--- src/uhp_cfg.svh ---
`ifndef UHP_CFG_SVH
`define UHP_CFG_SVH
// Register indices (chosen map)
`define UHP_ADDR_CONNECT   4'h0
`define UHP_ADDR_SPEED     4'h1
`define UHP_ADDR_FORCE     4'h2
`define UHP_ADDR_DEVADDR   4'h3
`define UHP_ADDR_STATUS    4'h4
`define UHP_ADDR_LSDETECT  4'h5
`define UHP_REG_RESET      8'h00
// Timing
`define UHP_CLK_MHZ        100
`define UHP_CONNECT_NS     2500
`define UHP_DISC_MIN_NS    2000
`define UHP_CONNECT_CYC    (`UHP_CONNECT_NS * `UHP_CLK_MHZ / 1000 + 1)
`define UHP_DISC_CYC       ((`UHP_DISC_MIN_NS * `UHP_CLK_MHZ + 999) / 1000)
`define UHP_DISC_MAX_CYC   (`UHP_CONNECT_NS * `UHP_CLK_MHZ / 1000)
`define UHP_CNT_W          9
`define UHP_PORTS          4
`define UHP_DEFAULT_ADDR   7'h00
`endif

--- src/uhp_pkg.sv ---
package uhp_pkg;
   typedef enum logic [1:0] {
      LS_SE0,
      LS_J_FS,
      LS_K_LS,
      LS_SE1
   } uhp_line_t;
endpackage : uhp_pkg

--- src/uhp_filt_if.sv ---
`timescale 1ns/100ps
interface uhp_filt_if;
   logic [3:0] conn;
   logic [3:0] low;
   logic [3:0] chg;
   modport filt (output conn, output low, output chg);
   modport top  (input  conn, input  low, input  chg);
endinterface : uhp_filt_if

--- src/uhp_hub_connect.sv ---
// Our own choices: the placing of the registers and strobed register access.
`timescale 1ns/100ps
`include "uhp_cfg.svh"
// Overview of operation
// - One upstream, four downstream ports
// - Engine handles framing, handshakes, address match
// - Address zero accepted before assignment
// - Both lines low means no connect
// - Low-speed line sets connect, raises event
// - Full-speed line sets connect, clears speed
// - Connect after 2.5 us of J or K (SE1 does not connect)
// - Disconnect after 2.0 to 2.5 us SE0
// - Connect bits 0..3 one per port
// - Connect register cleared by any reset
// - Connect upper nibble reads zero
// - Speed bits: as written, cleared to zero by a full-speed connect
// - End-of-packet driven at EOF1
// - Forced ports raise no event
// - Speed register cleared by any reset
module uhp_hub_connect
  (
   input  wire logic         CLK,
   input  wire logic         RESETN,
   input  wire logic         BUS_RESET,
   input  wire logic         EOF1_POINT,
   input  wire logic [3:0]   DP_IN,
   input  wire logic [3:0]   DM_IN,
   input  wire logic [6:0]   TOKEN_ADDR,
   input  wire logic [3:0]   ADDR,
   input  wire logic [7:0]   WDATA,
   input  wire logic         WR,
   input  wire logic         RD,
   output      logic [7:0]   RDATA,
   output      logic         HUB_EVENT,
   output      logic         ADDR_MATCH,
   output      logic         EOP_DRIVE
   );
   import uhp_pkg::*;
   logic [3:0] dp_s1_r, dp_s2_r, dp_s3_r;
   logic [3:0] dm_s1_r, dm_s2_r, dm_s3_r;
   logic [3:0] dp_q_r, dm_q_r;
   logic [3:0] speed_r;
   logic [3:0] force_r;
   logic [6:0] dev_addr_r;
   logic       event_r;
   uhp_filt_if fi ();

   function automatic logic hit(input logic [3:0] a, input logic [3:0] k);
      hit = (a == k);
   endfunction : hit

   // Three-stage sampling; accept once stages two and three agree
   always_ff @(posedge CLK or negedge RESETN)
   begin
      if (!RESETN)
      begin
         dp_s1_r <= '0; dp_s2_r <= '0; dp_s3_r <= '0; dp_q_r <= '0;
         dm_s1_r <= '0; dm_s2_r <= '0; dm_s3_r <= '0; dm_q_r <= '0;
      end
      else
      begin
         dp_s1_r <= DP_IN;
         dp_s2_r <= dp_s1_r;
         dp_s3_r <= dp_s2_r;
         dm_s1_r <= DM_IN;
         dm_s2_r <= dm_s1_r;
         dm_s3_r <= dm_s2_r;
         for (int i = 0; i < `UHP_PORTS; i++)
         begin
            if (dp_s2_r[i] == dp_s3_r[i])
               dp_q_r[i] <= dp_s3_r[i];
            if (dm_s2_r[i] == dm_s3_r[i])
               dm_q_r[i] <= dm_s3_r[i];
         end
      end
   end

   logic [3:0] conn_w, low_w, chg_w;
   genvar g;
   generate
      for (g = 0; g < `UHP_PORTS; g++)
      begin : g_port
         uhp_port_filter u_filt
           (
            .clk     (CLK),
            .resetn  (RESETN),
            .bus_rst (BUS_RESET),
            .dp_sync (dp_q_r[g]),
            .dm_sync (dm_q_r[g]),
            .conn_o  (conn_w[g]),
            .low_o   (low_w[g]),
            .chg_o   (chg_w[g])
            );
      end
   endgenerate
   assign fi.conn = conn_w;
   assign fi.low  = low_w;
   assign fi.chg  = chg_w;

   always_ff @(posedge CLK or negedge RESETN)
   begin
      if (!RESETN)
         speed_r <= '0;
      else if (BUS_RESET)
         speed_r <= '0;
      else
         for (int i = 0; i < `UHP_PORTS; i++)
         begin
            if (fi.chg[i] && fi.conn[i] && !fi.low[i])
               speed_r[i] <= 1'b0;
            else if (WR && hit(ADDR, `UHP_ADDR_SPEED))
               speed_r[i] <= WDATA[i];
         end
   end

   // Port forcing mask, cleared by chip reset only
   always_ff @(posedge CLK or negedge RESETN)
   begin
      if (!RESETN)
         force_r <= '0;
      else if (WR && hit(ADDR, `UHP_ADDR_FORCE))
         force_r <= WDATA[3:0];
   end

   always_ff @(posedge CLK or negedge RESETN)
   begin
      if (!RESETN)
         dev_addr_r <= `UHP_DEFAULT_ADDR;
      else if (BUS_RESET)
         dev_addr_r <= `UHP_DEFAULT_ADDR;
      else if (WR && hit(ADDR, `UHP_ADDR_DEVADDR))
         dev_addr_r <= WDATA[6:0];
   end

   always_ff @(posedge CLK or negedge RESETN)
   begin
      if (!RESETN)
         ADDR_MATCH <= 1'b0;
      else
         ADDR_MATCH <= (TOKEN_ADDR == dev_addr_r);
   end

   always_ff @(posedge CLK or negedge RESETN)
   begin
      if (!RESETN)
         EOP_DRIVE <= 1'b0;
      else
         EOP_DRIVE <= EOF1_POINT;
   end

   logic ev_set;
   assign ev_set = |(fi.chg & ~force_r);
   always_ff @(posedge CLK or negedge RESETN)
   begin
      if (!RESETN)
         event_r <= 1'b0;
      else if (BUS_RESET)
         event_r <= 1'b0;
      else if (ev_set)
         event_r <= 1'b1;
      else if (WR && hit(ADDR, `UHP_ADDR_STATUS) && WDATA[0])
         event_r <= 1'b0;
   end
   assign HUB_EVENT = event_r;

   always_ff @(posedge CLK or negedge RESETN)
   begin
      if (!RESETN)
         RDATA <= `UHP_REG_RESET;
      else if (RD)
         unique case (ADDR)
            `UHP_ADDR_CONNECT:  RDATA <= {4'h0, fi.conn};
            `UHP_ADDR_SPEED:    RDATA <= {4'h0, speed_r};
            `UHP_ADDR_FORCE:    RDATA <= {4'h0, force_r};
            `UHP_ADDR_DEVADDR:  RDATA <= {1'b0, dev_addr_r};
            `UHP_ADDR_STATUS:   RDATA <= {7'h00, event_r};
            `UHP_ADDR_LSDETECT: RDATA <= {4'h0, fi.low};
            default:            RDATA <= `UHP_REG_RESET;
         endcase
      else
         RDATA <= `UHP_REG_RESET;
   end

   property p_conn_rise;
      @(posedge CLK) disable iff (!RESETN)
      $rose(fi.conn[0]) |-> $past(fi.chg[0]) == 1'b0 && fi.chg[0];
   endproperty
   a_conn_rise: assert property (p_conn_rise)
      else $error("connect rose without change pulse");

   property p_event_set;
      @(posedge CLK) disable iff (!RESETN)
      (ev_set && !BUS_RESET) |=> HUB_EVENT;
   endproperty
   a_event_set: assert property (p_event_set)
      else $error("event not raised");

   property p_forced;
      @(posedge CLK) disable iff (!RESETN)
      (!HUB_EVENT && fi.chg != 4'h0 && (fi.chg & ~force_r) == 4'h0)
         |=> !HUB_EVENT;
   endproperty
   a_forced: assert property (p_forced)
      else $error("forced port raised event");

   property p_rst_clear;
      @(posedge CLK) disable iff (!RESETN)
      BUS_RESET |=> (fi.conn == 4'h0) && (speed_r == 4'h0);
   endproperty
   a_rst_clear: assert property (p_rst_clear)
      else $error("bus reset did not clear");

   property p_upper;
      @(posedge CLK) disable iff (!RESETN)
      $past(RD) && $past(ADDR) == `UHP_ADDR_CONNECT |-> RDATA[7:4] == 4'h0;
   endproperty
   a_upper: assert property (p_upper)
      else $error("upper connect bits nonzero");

   property p_fs_speed;
      @(posedge CLK) disable iff (!RESETN)
      (fi.chg[0] && fi.conn[0] && !fi.low[0] && !BUS_RESET) |=> !speed_r[0];
   endproperty
   a_fs_speed: assert property (p_fs_speed)
      else $error("full speed did not clear speed");

   property p_eop;
      @(posedge CLK) disable iff (!RESETN)
      EOF1_POINT |=> EOP_DRIVE;
   endproperty
   a_eop: assert property (p_eop)
      else $error("no eop at eof1");

   property p_addr0;
      @(posedge CLK) disable iff (!RESETN)
      (dev_addr_r == 7'h00 && TOKEN_ADDR == 7'h00) |=> ADDR_MATCH;
   endproperty
   a_addr0: assert property (p_addr0)
      else $error("address zero not accepted");

   // Port 0 line age, kept apart from the filter counters for checking
   logic [`UHP_CNT_W-1:0] live_age_r;
   logic [`UHP_CNT_W-1:0] se0_age_r;
   always_ff @(posedge CLK or negedge RESETN)
   begin
      if (!RESETN)
      begin
         live_age_r <= '0;
         se0_age_r  <= '0;
      end
      else if (dp_q_r[0] || dm_q_r[0])
      begin
         se0_age_r <= '0;
         if (live_age_r != {`UHP_CNT_W{1'b1}})
            live_age_r <= live_age_r + 1'b1;
      end
      else
      begin
         live_age_r <= '0;
         if (se0_age_r != {`UHP_CNT_W{1'b1}})
            se0_age_r <= se0_age_r + 1'b1;
      end
   end

   property p_conn_time;
      @(posedge CLK) disable iff (!RESETN)
      $rose(fi.conn[0]) |-> live_age_r >= `UHP_CNT_W'(`UHP_CONNECT_CYC);
   endproperty
   a_conn_time: assert property (p_conn_time)
      else $error("connect recorded too early");

   property p_disc_time;
      @(posedge CLK) disable iff (!RESETN)
      ($fell(fi.conn[0]) && !$past(BUS_RESET)) |->
         se0_age_r >= `UHP_CNT_W'(`UHP_DISC_CYC) &&
         se0_age_r <= `UHP_CNT_W'(`UHP_DISC_MAX_CYC);
   endproperty
   a_disc_time: assert property (p_disc_time)
      else $error("disconnect outside its window");

   property p_se0_idle;
      @(posedge CLK) disable iff (!RESETN)
      se0_age_r > `UHP_CNT_W'(`UHP_DISC_MAX_CYC) |-> !fi.conn[0];
   endproperty
   a_se0_idle: assert property (p_se0_idle)
      else $error("connected while lines low");

   property p_ls_event;
      @(posedge CLK) disable iff (!RESETN)
      (fi.chg[1] && fi.conn[1] && fi.low[1] && !force_r[1] && !BUS_RESET)
         |=> HUB_EVENT;
   endproperty
   a_ls_event: assert property (p_ls_event)
      else $error("low speed connect raised no event");

   property p_eop_quiet;
      @(posedge CLK) disable iff (!RESETN)
      !EOF1_POINT |=> !EOP_DRIVE;
   endproperty
   a_eop_quiet: assert property (p_eop_quiet)
      else $error("eop outside eof1");
endmodule : uhp_hub_connect

--- src/uhp_port_filter.sv ---
`timescale 1ns/100ps
`include "uhp_cfg.svh"
module uhp_port_filter
  (
   input  wire logic   clk,
   input  wire logic   resetn,
   input  wire logic   bus_rst,
   input  wire logic   dp_sync,
   input  wire logic   dm_sync,
   output      logic   conn_o,
   output      logic   low_o,
   output      logic   chg_o
   );
   import uhp_pkg::*;
   uhp_line_t               line_r;
   logic [`UHP_CNT_W-1:0]   cnt_r;
   uhp_line_t               line_now;
   assign line_now = uhp_line_t'({dm_sync, dp_sync});
   always_ff @(posedge clk or negedge resetn)
   begin
      if (!resetn)
      begin
         line_r <= LS_SE0;
         cnt_r  <= '0;
      end
      else if (line_now != line_r)
      begin
         line_r <= line_now;
         cnt_r  <= '0;
      end
      // Bus reset restarts timing so a port reconnects after the full time
      else if (bus_rst)
         cnt_r  <= '0;
      else if (cnt_r != {`UHP_CNT_W{1'b1}})
         cnt_r <= cnt_r + 1'b1;
   end
   always_ff @(posedge clk or negedge resetn)
   begin
      if (!resetn)
      begin
         conn_o <= 1'b0;
         low_o  <= 1'b0;
         chg_o  <= 1'b0;
      end
      else if (bus_rst)
      begin
         conn_o <= 1'b0;
         low_o  <= 1'b0;
         chg_o  <= 1'b0;
      end
      else
      begin
         chg_o <= 1'b0;
         if (!conn_o && (line_r == LS_J_FS || line_r == LS_K_LS) &&
             cnt_r == `UHP_CNT_W'(`UHP_CONNECT_CYC))
         begin
            conn_o <= 1'b1;
            low_o  <= (line_r == LS_K_LS);
            chg_o  <= 1'b1;
         end
         else if (conn_o && line_r == LS_SE0 &&
                  cnt_r == `UHP_CNT_W'(`UHP_DISC_CYC))
         begin
            conn_o <= 1'b0;
            chg_o  <= 1'b1;
         end
      end
   end
endmodule : uhp_port_filter

--- config.mk ---
export PLATFORM = sky130hd
export DESIGN_NAME = uhp_hub_connect
export DESIGN_NICKNAME = d
export VERILOG_FILES = /design/src/uhp_pkg.sv /design/src/uhp_filt_if.sv /design/src/uhp_hub_connect.sv /design/src/uhp_port_filter.sv
export VERILOG_INCLUDE_DIRS = /design/src
export SDC_FILE = /design/constraint.sdc
export NUM_CORES = 1
export LEC_CHECK = 0
export ABC_CLOCK_PERIOD_IN_PS = 3690
export BUFFER_PORTS_ARGS = -buffer_cell sky130_fd_sc_hd__buf_2
export CAP_MARGIN = 0
export CORE_MARGIN = 3
export CORE_UTILIZATION = 55
export DETAILED_ROUTE_END_ITERATION = 6
export GPL_ROUTABILITY_DRIVEN = 0
export GPL_TIMING_DRIVEN = 1
export PLACE_DENSITY = 0.84
export SYNTH_ARGS = -nofsm -noshare
export SYNTH_HDL_FRONTEND = slang
export SYNTH_SLANG_ARGS = --single-unit
--- constraint.sdc ---
create_clock -name CLK -period 3.69 [get_ports CLK]
set_input_delay 1.107 -clock CLK [delete_from_list [all_inputs] [get_ports CLK]]
set_output_delay 1.107 -clock CLK [all_outputs]
set_load 0.01 [all_outputs]
## Word level (Yosys, flattened, before mapping)

Index checks and enable logic that the tools add are counted.

| storage, ports and cells | value |
|---|---|
| RAM bits | 0 |
| bits in read-only memories | 0 |
| output and inout bits | 11 |
| word-level logic and storage cells | 213 |
| input port bits | 33 |
| bits in latches | 0 |
| memories kept | 0 |
| bits in registers | 114 |

| operators by class | value |
|---|---|
| equality and inequality tests | 38 |
| reductions and logical operators | 65 |
| $mul | 0 |
| div/mod/pow operators | 0 |
| bitwise logic cells | 2 |
| shift operators | 0 |
| multiplexer cells | 60 |
| add/sub/neg operators | 4 |
| $lt $le $gt $ge | 0 |

Operator list:

| operator | number |
|---|---|
| 2-to-1 mux 9 bit | 12 |
| equality test 9 x 8 -> 1 bit, second input constant | 8 |
| 2-to-1 mux 1 bit | 43 |
| one-hot mux 7 bit (6 select lines) | 1 |
| nonzero test 3 bit | 13 |
| adder 9 x 1 -> 9 bit, second input constant | 4 |
| inequality test 9 bit, second input constant | 4 |
| logical AND 1 bit | 29 |
| 2-to-1 mux 7 bit | 2 |
| nonzero test 2 bit | 5 |
| equality test 1 bit | 8 |
| equality test 2 x 1 -> 1 bit, second input constant | 4 |
| equality test 2 bit, second input constant | 4 |
| equality test 4 x 2 -> 1 bit, second input constant | 2 |
| equality test 4 x 3 -> 1 bit, second input constant | 2 |
| zero test 1 bit | 8 |
| zero test 2 bit | 4 |
| 2-to-1 mux 8 bit | 1 |
| inequality test 2 bit | 4 |
| equality test 7 bit | 1 |
| AND 4 bit | 1 |
| equality test 4 x 1 -> 1 bit, second input constant | 1 |
| zero test 4 bit | 1 |
| logical OR 1 bit | 4 |
| 3 further kinds | 3 |

## Logic depth before layout (Yosys ltp)

| logic depth | value |
|---|---|
| depth after elaboration | 6 |
| gate-level depth with buffers | 8 |

## Modules after synthesis

A second synthesis with hierarchy kept.

| unflattened totals | value |
|---|---|
| cells, all modules | 463 |
| area total of the unflattened synthesis | 5,227.5 um2 |

Modules (own cells, without submodules):

| module | instances | cells an instance | area an instance (um2) |
|---|---|---|---|
| uhp_hub_connect | 1 | 176 | 2,296.0 |
| uhp_port_filter (g_port[1].u_filt ...) | 2 | 70 | 726.9 |
| uhp_port_filter (g_port[3].u_filt) | 1 | 76 | 763.2 |
| uhp_port_filter (g_port[0].u_filt) | 1 | 71 | 714.4 |

## Worst setup path before layout

No wires, ideal clock.

| timing path | value |
|---|---|
| path type | input -> register |
| from | in ADDR[1] |
| to | reg speed_r[0] |
| setup time | 138 ps |
| slack | 1,376 ps |
| stages | 4 |
| arrival | 2,176 ps |
| required time | 3,552 ps |
| cell sequence | buf_2 > or4b_2 > o21ai_0 > a221oi_1 |

| between the ends | value |
|---|---|
| cells in the longest elaborated chain, start to end | 3 |

RTL lines:

| element | RTL line | text |
|---|---|---|
| from (decl) | uhp_hub_connect.sv:29 | `input wire logic [3:0] ADDR,` |
| equality test 4 x 1 -> 1 bit | uhp_hub_connect.sv:49 | `hit = (a == k);` |
| logical AND 1 bit | uhp_hub_connect.sv:111 | `` else if (WR && hit(ADDR, `UHP_ADDR_SPEED)) `` |
| nonzero test 3 bit (no source line) | n/a |  |
| to (signal, indexed assignment) | uhp_hub_connect.sv:112 | `speed_r[i] <= WDATA[i];` |
| to (decl) | uhp_hub_connect.sv:42 | `logic [3:0] speed_r;` |

No other way between the ends.
A chain may end at the register's enable or synchronous reset.

## Worst setup path in the final report

| timing path | value |
|---|---|
| from | reg g_port[1].u_filt.cnt_r[0] |
| to | reg g_port[1].u_filt.cnt_r[7] |

| between the ends | value |
|---|---|
| cells in the longest elaborated chain, start to end | 4 |
| elaborated cells between the ends (all ways) | 6 |
| classes of those cells | add/sub (1); eq/ne (1); mux (3); reduce/logical (1) |

RTL lines:

| element | RTL line | text |
|---|---|---|
| from (decl) | uhp_port_filter.sv:16 | `` logic [`UHP_CNT_W-1:0] cnt_r; `` |
| from (signal assigned) | uhp_port_filter.sv:35 | `cnt_r <= cnt_r + 1'b1;` |
| adder 9 x 1 -> 9 bit | uhp_port_filter.sv:35 |  |
| 2-to-1 mux 9 bit | uhp_port_filter.sv:34 | `` else if (cnt_r != {`UHP_CNT_W{1'b1}}) `` |
| 2-to-1 mux 9 bit | uhp_port_filter.sv:32 | `else if (bus_rst)` |
| 2-to-1 mux 9 bit | uhp_port_filter.sv:26 | `else if (line_now != line_r)` |

Parallel ways exist; a longest one is shown, timed or not. The select of a mux whose other input is x is not followed.

==> key figures <==
Job
  – Total of max-cap violations: 0

Floorplan
  – Starting Density: 58.1%
  – Die Y-Extent: 103 um
  – Site Rows: 34
  – Die ar.: 10700 um2
  – Die X: 103 um
  – Top Ports: 44
  – Core box area: 8980 um2

Route
  – Total iterations of the first detailed-routing run: 4
  – Routed WL: 10.0 mm
  – Avg Vias per Cell: 5.65
  – # DRC: 0
  – Via count: 3572
  – WL/cell: 15.8 um
  – DRT iter0 DRCs: 151
  – Detail Route Antenna Nets: 0

STA
  – RSZ-0062 raised after global routing: no
  – Final hold violations: 0
  – Final Skew: 0.00808 ns
  – Hold slack final: 0.344 ns
  – TNS Setup: 0 ns
  – Fin crit period: 2.38 ns
  – Measured slew at the worst slew-check pin: 0.763 ns
  – Slew headroom: 48.4%
  – Period utilisation layout: 64.6%
  – F_max: 420 MHz
  – Final setup violation count: 0
  – Fin. max-slew vios: 0

Clock tree
  – TritonCTS clock tree: done
  – Clk slew on worst S/H paths: 0.05 ns
  – Total CTS buffers: 17
  – Worst-Skew Late Latency: 0.50 ns
  – Postcts setup bufs: 0
  – Clk buf depth: 2
  – Sink Count: 113
  – Root Driver: clkbuf_8
  – # hold bufs at CTS: 0
  – Resized Gates After CTS: 0
  – H-tree depth: 4

Logic synthesis
  – FFs w/ async S/R, synth: 100%
  – Post-Syn Area per Cell: 11.3 um2
  – Synth warn: 0
  – Yosys top cell area share: 54.2%
  – Count of cell types in the netlist: 48
  – Yosys top cell by area: dfrtp_1
  – EDFF count, synth: 0
  – Register area share after synthesis: 54.2%
  – #FFs+latches synth: 113
  – Area contributors post-synth: dfrtp_1 54%, ha_1 4.8%, xor2_1 3.9%, mux2i_1 3.6%, nand2b_1 2.6%
  – Most used DFF post-synth: dfrtp_1
  – Gate Count Post-Synth: 461
  – Mapped cell area: 5220 um2
  – Syn Nets: 514

Setup path
  – Critical path class: reg2reg
  – Startpoint Class: register
  – CP Capture Type: register
  – Crit-path leading delay family: simple AND/OR/NAND/NOR gates
  – WP data arrival: 2.80 ns
  – Crit path buf inv count: 0
  – Crit path from: g_port[1].u_filt.cnt_r[0]
  – CP Data Required Time: 4.11 ns
  – Reg2Reg Launch Point: g_port[1].u_filt.cnt_r[0]
  – CP cell instances: ha_1, and4_1, and4_1, ha_1, nand4b_1, or3_1, a21oi_1
  – Crit path max fanout: 7
  – Slowest CP cell: dfrtp_1
  – CP max stage delay: 0.41 ns

Global route
  – Total GRT Usage: 20.4%
  – Initial antenna violation count: 0
  – First-pass GRT wire length: 16.9 mm
  – Gr ovfl total: 0
  – Number of global-route vias before repair: 3671
  – Pin count of the biggest net entering global routing: 74

Layout
  – # fillers: 624
  – Area of the multi-input gates: 2190 um2
  – Area occupied by registers: 2830 um2
  – Share of layout cells above drive strength 1: 17.8%
  – Nets: 548
  – Area grow syn2layout: 16.0%
  – N_diodes: 0

Min path
  – Worst hold path class: reg2reg
  – Hold Startpoint: dm_s1_r[3]

Pwr
  – Peak supply drop: 0.000306 V
  – Pwr dens: 504 nW/um2
  – Final Power: 3.05 mW
  – Pleak: 2.67 nW

Placement
  – Post-detail-place hpwl: 6.44 mm
  – Number of port buffers: 41

Outcome
  – Outcome: complete, no violations
==> metrics by stage <==
step                instance area (um2)  utilization (%)  cells  worst slack, ns
finish                             6050             67.4    632             1.31
detailed placement                 5490             61.2    602             1.03
floorplan                          5220                -    461             1.38
CTS                                6050             67.4    632             1.31
global route                       6050             67.4    632             1.17
global placement                   5490             61.2    602             1.13
==> area by class of cell <==
| type | count | share of cell area (%) |
|---|---|---|
| multi-input combinational | 298 | 36.2 |
| clock buffer | 24 | 7.94 |
| timing repair buffer | 42 | 3.76 |
| sequential | 113 | 46.7 |
| clock inverter | 6 | 1.32 |
| tap | 126 | 2.60 |
| inverter | 23 | 1.43 |
==> cell families (layout without fill, tap and decap cells) <==
kind of cell	Yosys count	count (layout)	synth area share, %
XOR/XNOR	31	31	5.21
AND/OR/NAND/NOR	149	149	17.9
other	1	1	0.0719
adder cells (fa/ha/maj)	28	28	6.33
multiplexers	27	27	5.37
buffers and inverters	50	95	3.74
flip-flops	113	113	54.2
AO/OA/AOI/OAI	62	62	7.20
==> report_power, final <==
group	switching (mW)	internal, mW	total [mW]
Sequential	0.0387	1.29	1.33
Combinational	0.105	0.0781	0.183
Clock	0.521	1.02	1.54
Total	0.665	2.39	3.05
==> final timing paths <==
| path | cells past startpoint | end | slack (ns) |
|---|---|---|---|
| worst max-delay path | 7 | g_port[1].u_filt.cnt_r[7] | 1.31 |
| worst min register to register | 0 | dm_s2_r[3] | 0.34 |
| min in group asynchronous | 1 | EOP_DRIVE | 0.59 |
| max in group asynchronous | 2 | force_r[2] | 2.35 |
| worst min-delay path | 0 | dm_s2_r[3] | 0.34 |
| worst max register to register | 7 | g_port[1].u_filt.cnt_r[7] | 1.31 |
==> per-layer routing <==
layer,wire (um),vias to the layer above,track usage [%],share of wire (%)
li1,-,1689,-,-
met2,5090,85,34.2,51
met4,134,0,9.06,1.3
met1,4280,1786,24.8,43
met5,0,-,0,0
met3,501,12,5.43,5.0
==> flip-flops by register name, indices dropped and copies added (netlist names) <==
signal,cells
dm_s3_r,4
g_port.u_filt.chg_o,4
EOP_DRIVE,1
dm_q_r,4
HUB_EVENT,1
ADDR_MATCH,1
g_port.u_filt.low_o,4
dm_s1_r,4
dp_s1_r,4
g_port.u_filt.conn_o,4
dev_addr_r,7
dm_s2_r,4
dp_q_r,4
g_port.u_filt.cnt_r,36
force_r,4
speed_r,4
g_port.u_filt.line_r,8
dp_s3_r,4
RDATA,7
dp_s2_r,4
==> Yosys cell counts (all sizes together) (11+ instances only) <==
| cell type | instances |
|---|---|
| inv | 23 |
| xor2 | 23 |
| nand2 | 13 |
| nor2b | 11 |
| ha | 20 |
| nor2 | 25 |
| dfrtp | 113 |
| nand2b | 22 |
| or3 | 16 |
| nand3 | 12 |
| nand4b | 12 |
| clkbuf | 23 |
| o21ai | 15 |
| mux2i | 19 |
| a21oi | 26 |
==> cell usage in the layout (no fill, tap or decap), types with 19 or more instances in the layout <==
master	count
xor2_1	23
dfrtp_1	113
nor2_1	25
mux2i_1	19
ha_1	20
buf_2	40
inv_1	23
a21oi_1	26
nand2b_1	22
No activity file was read; power rests on OpenSTA's default activity.
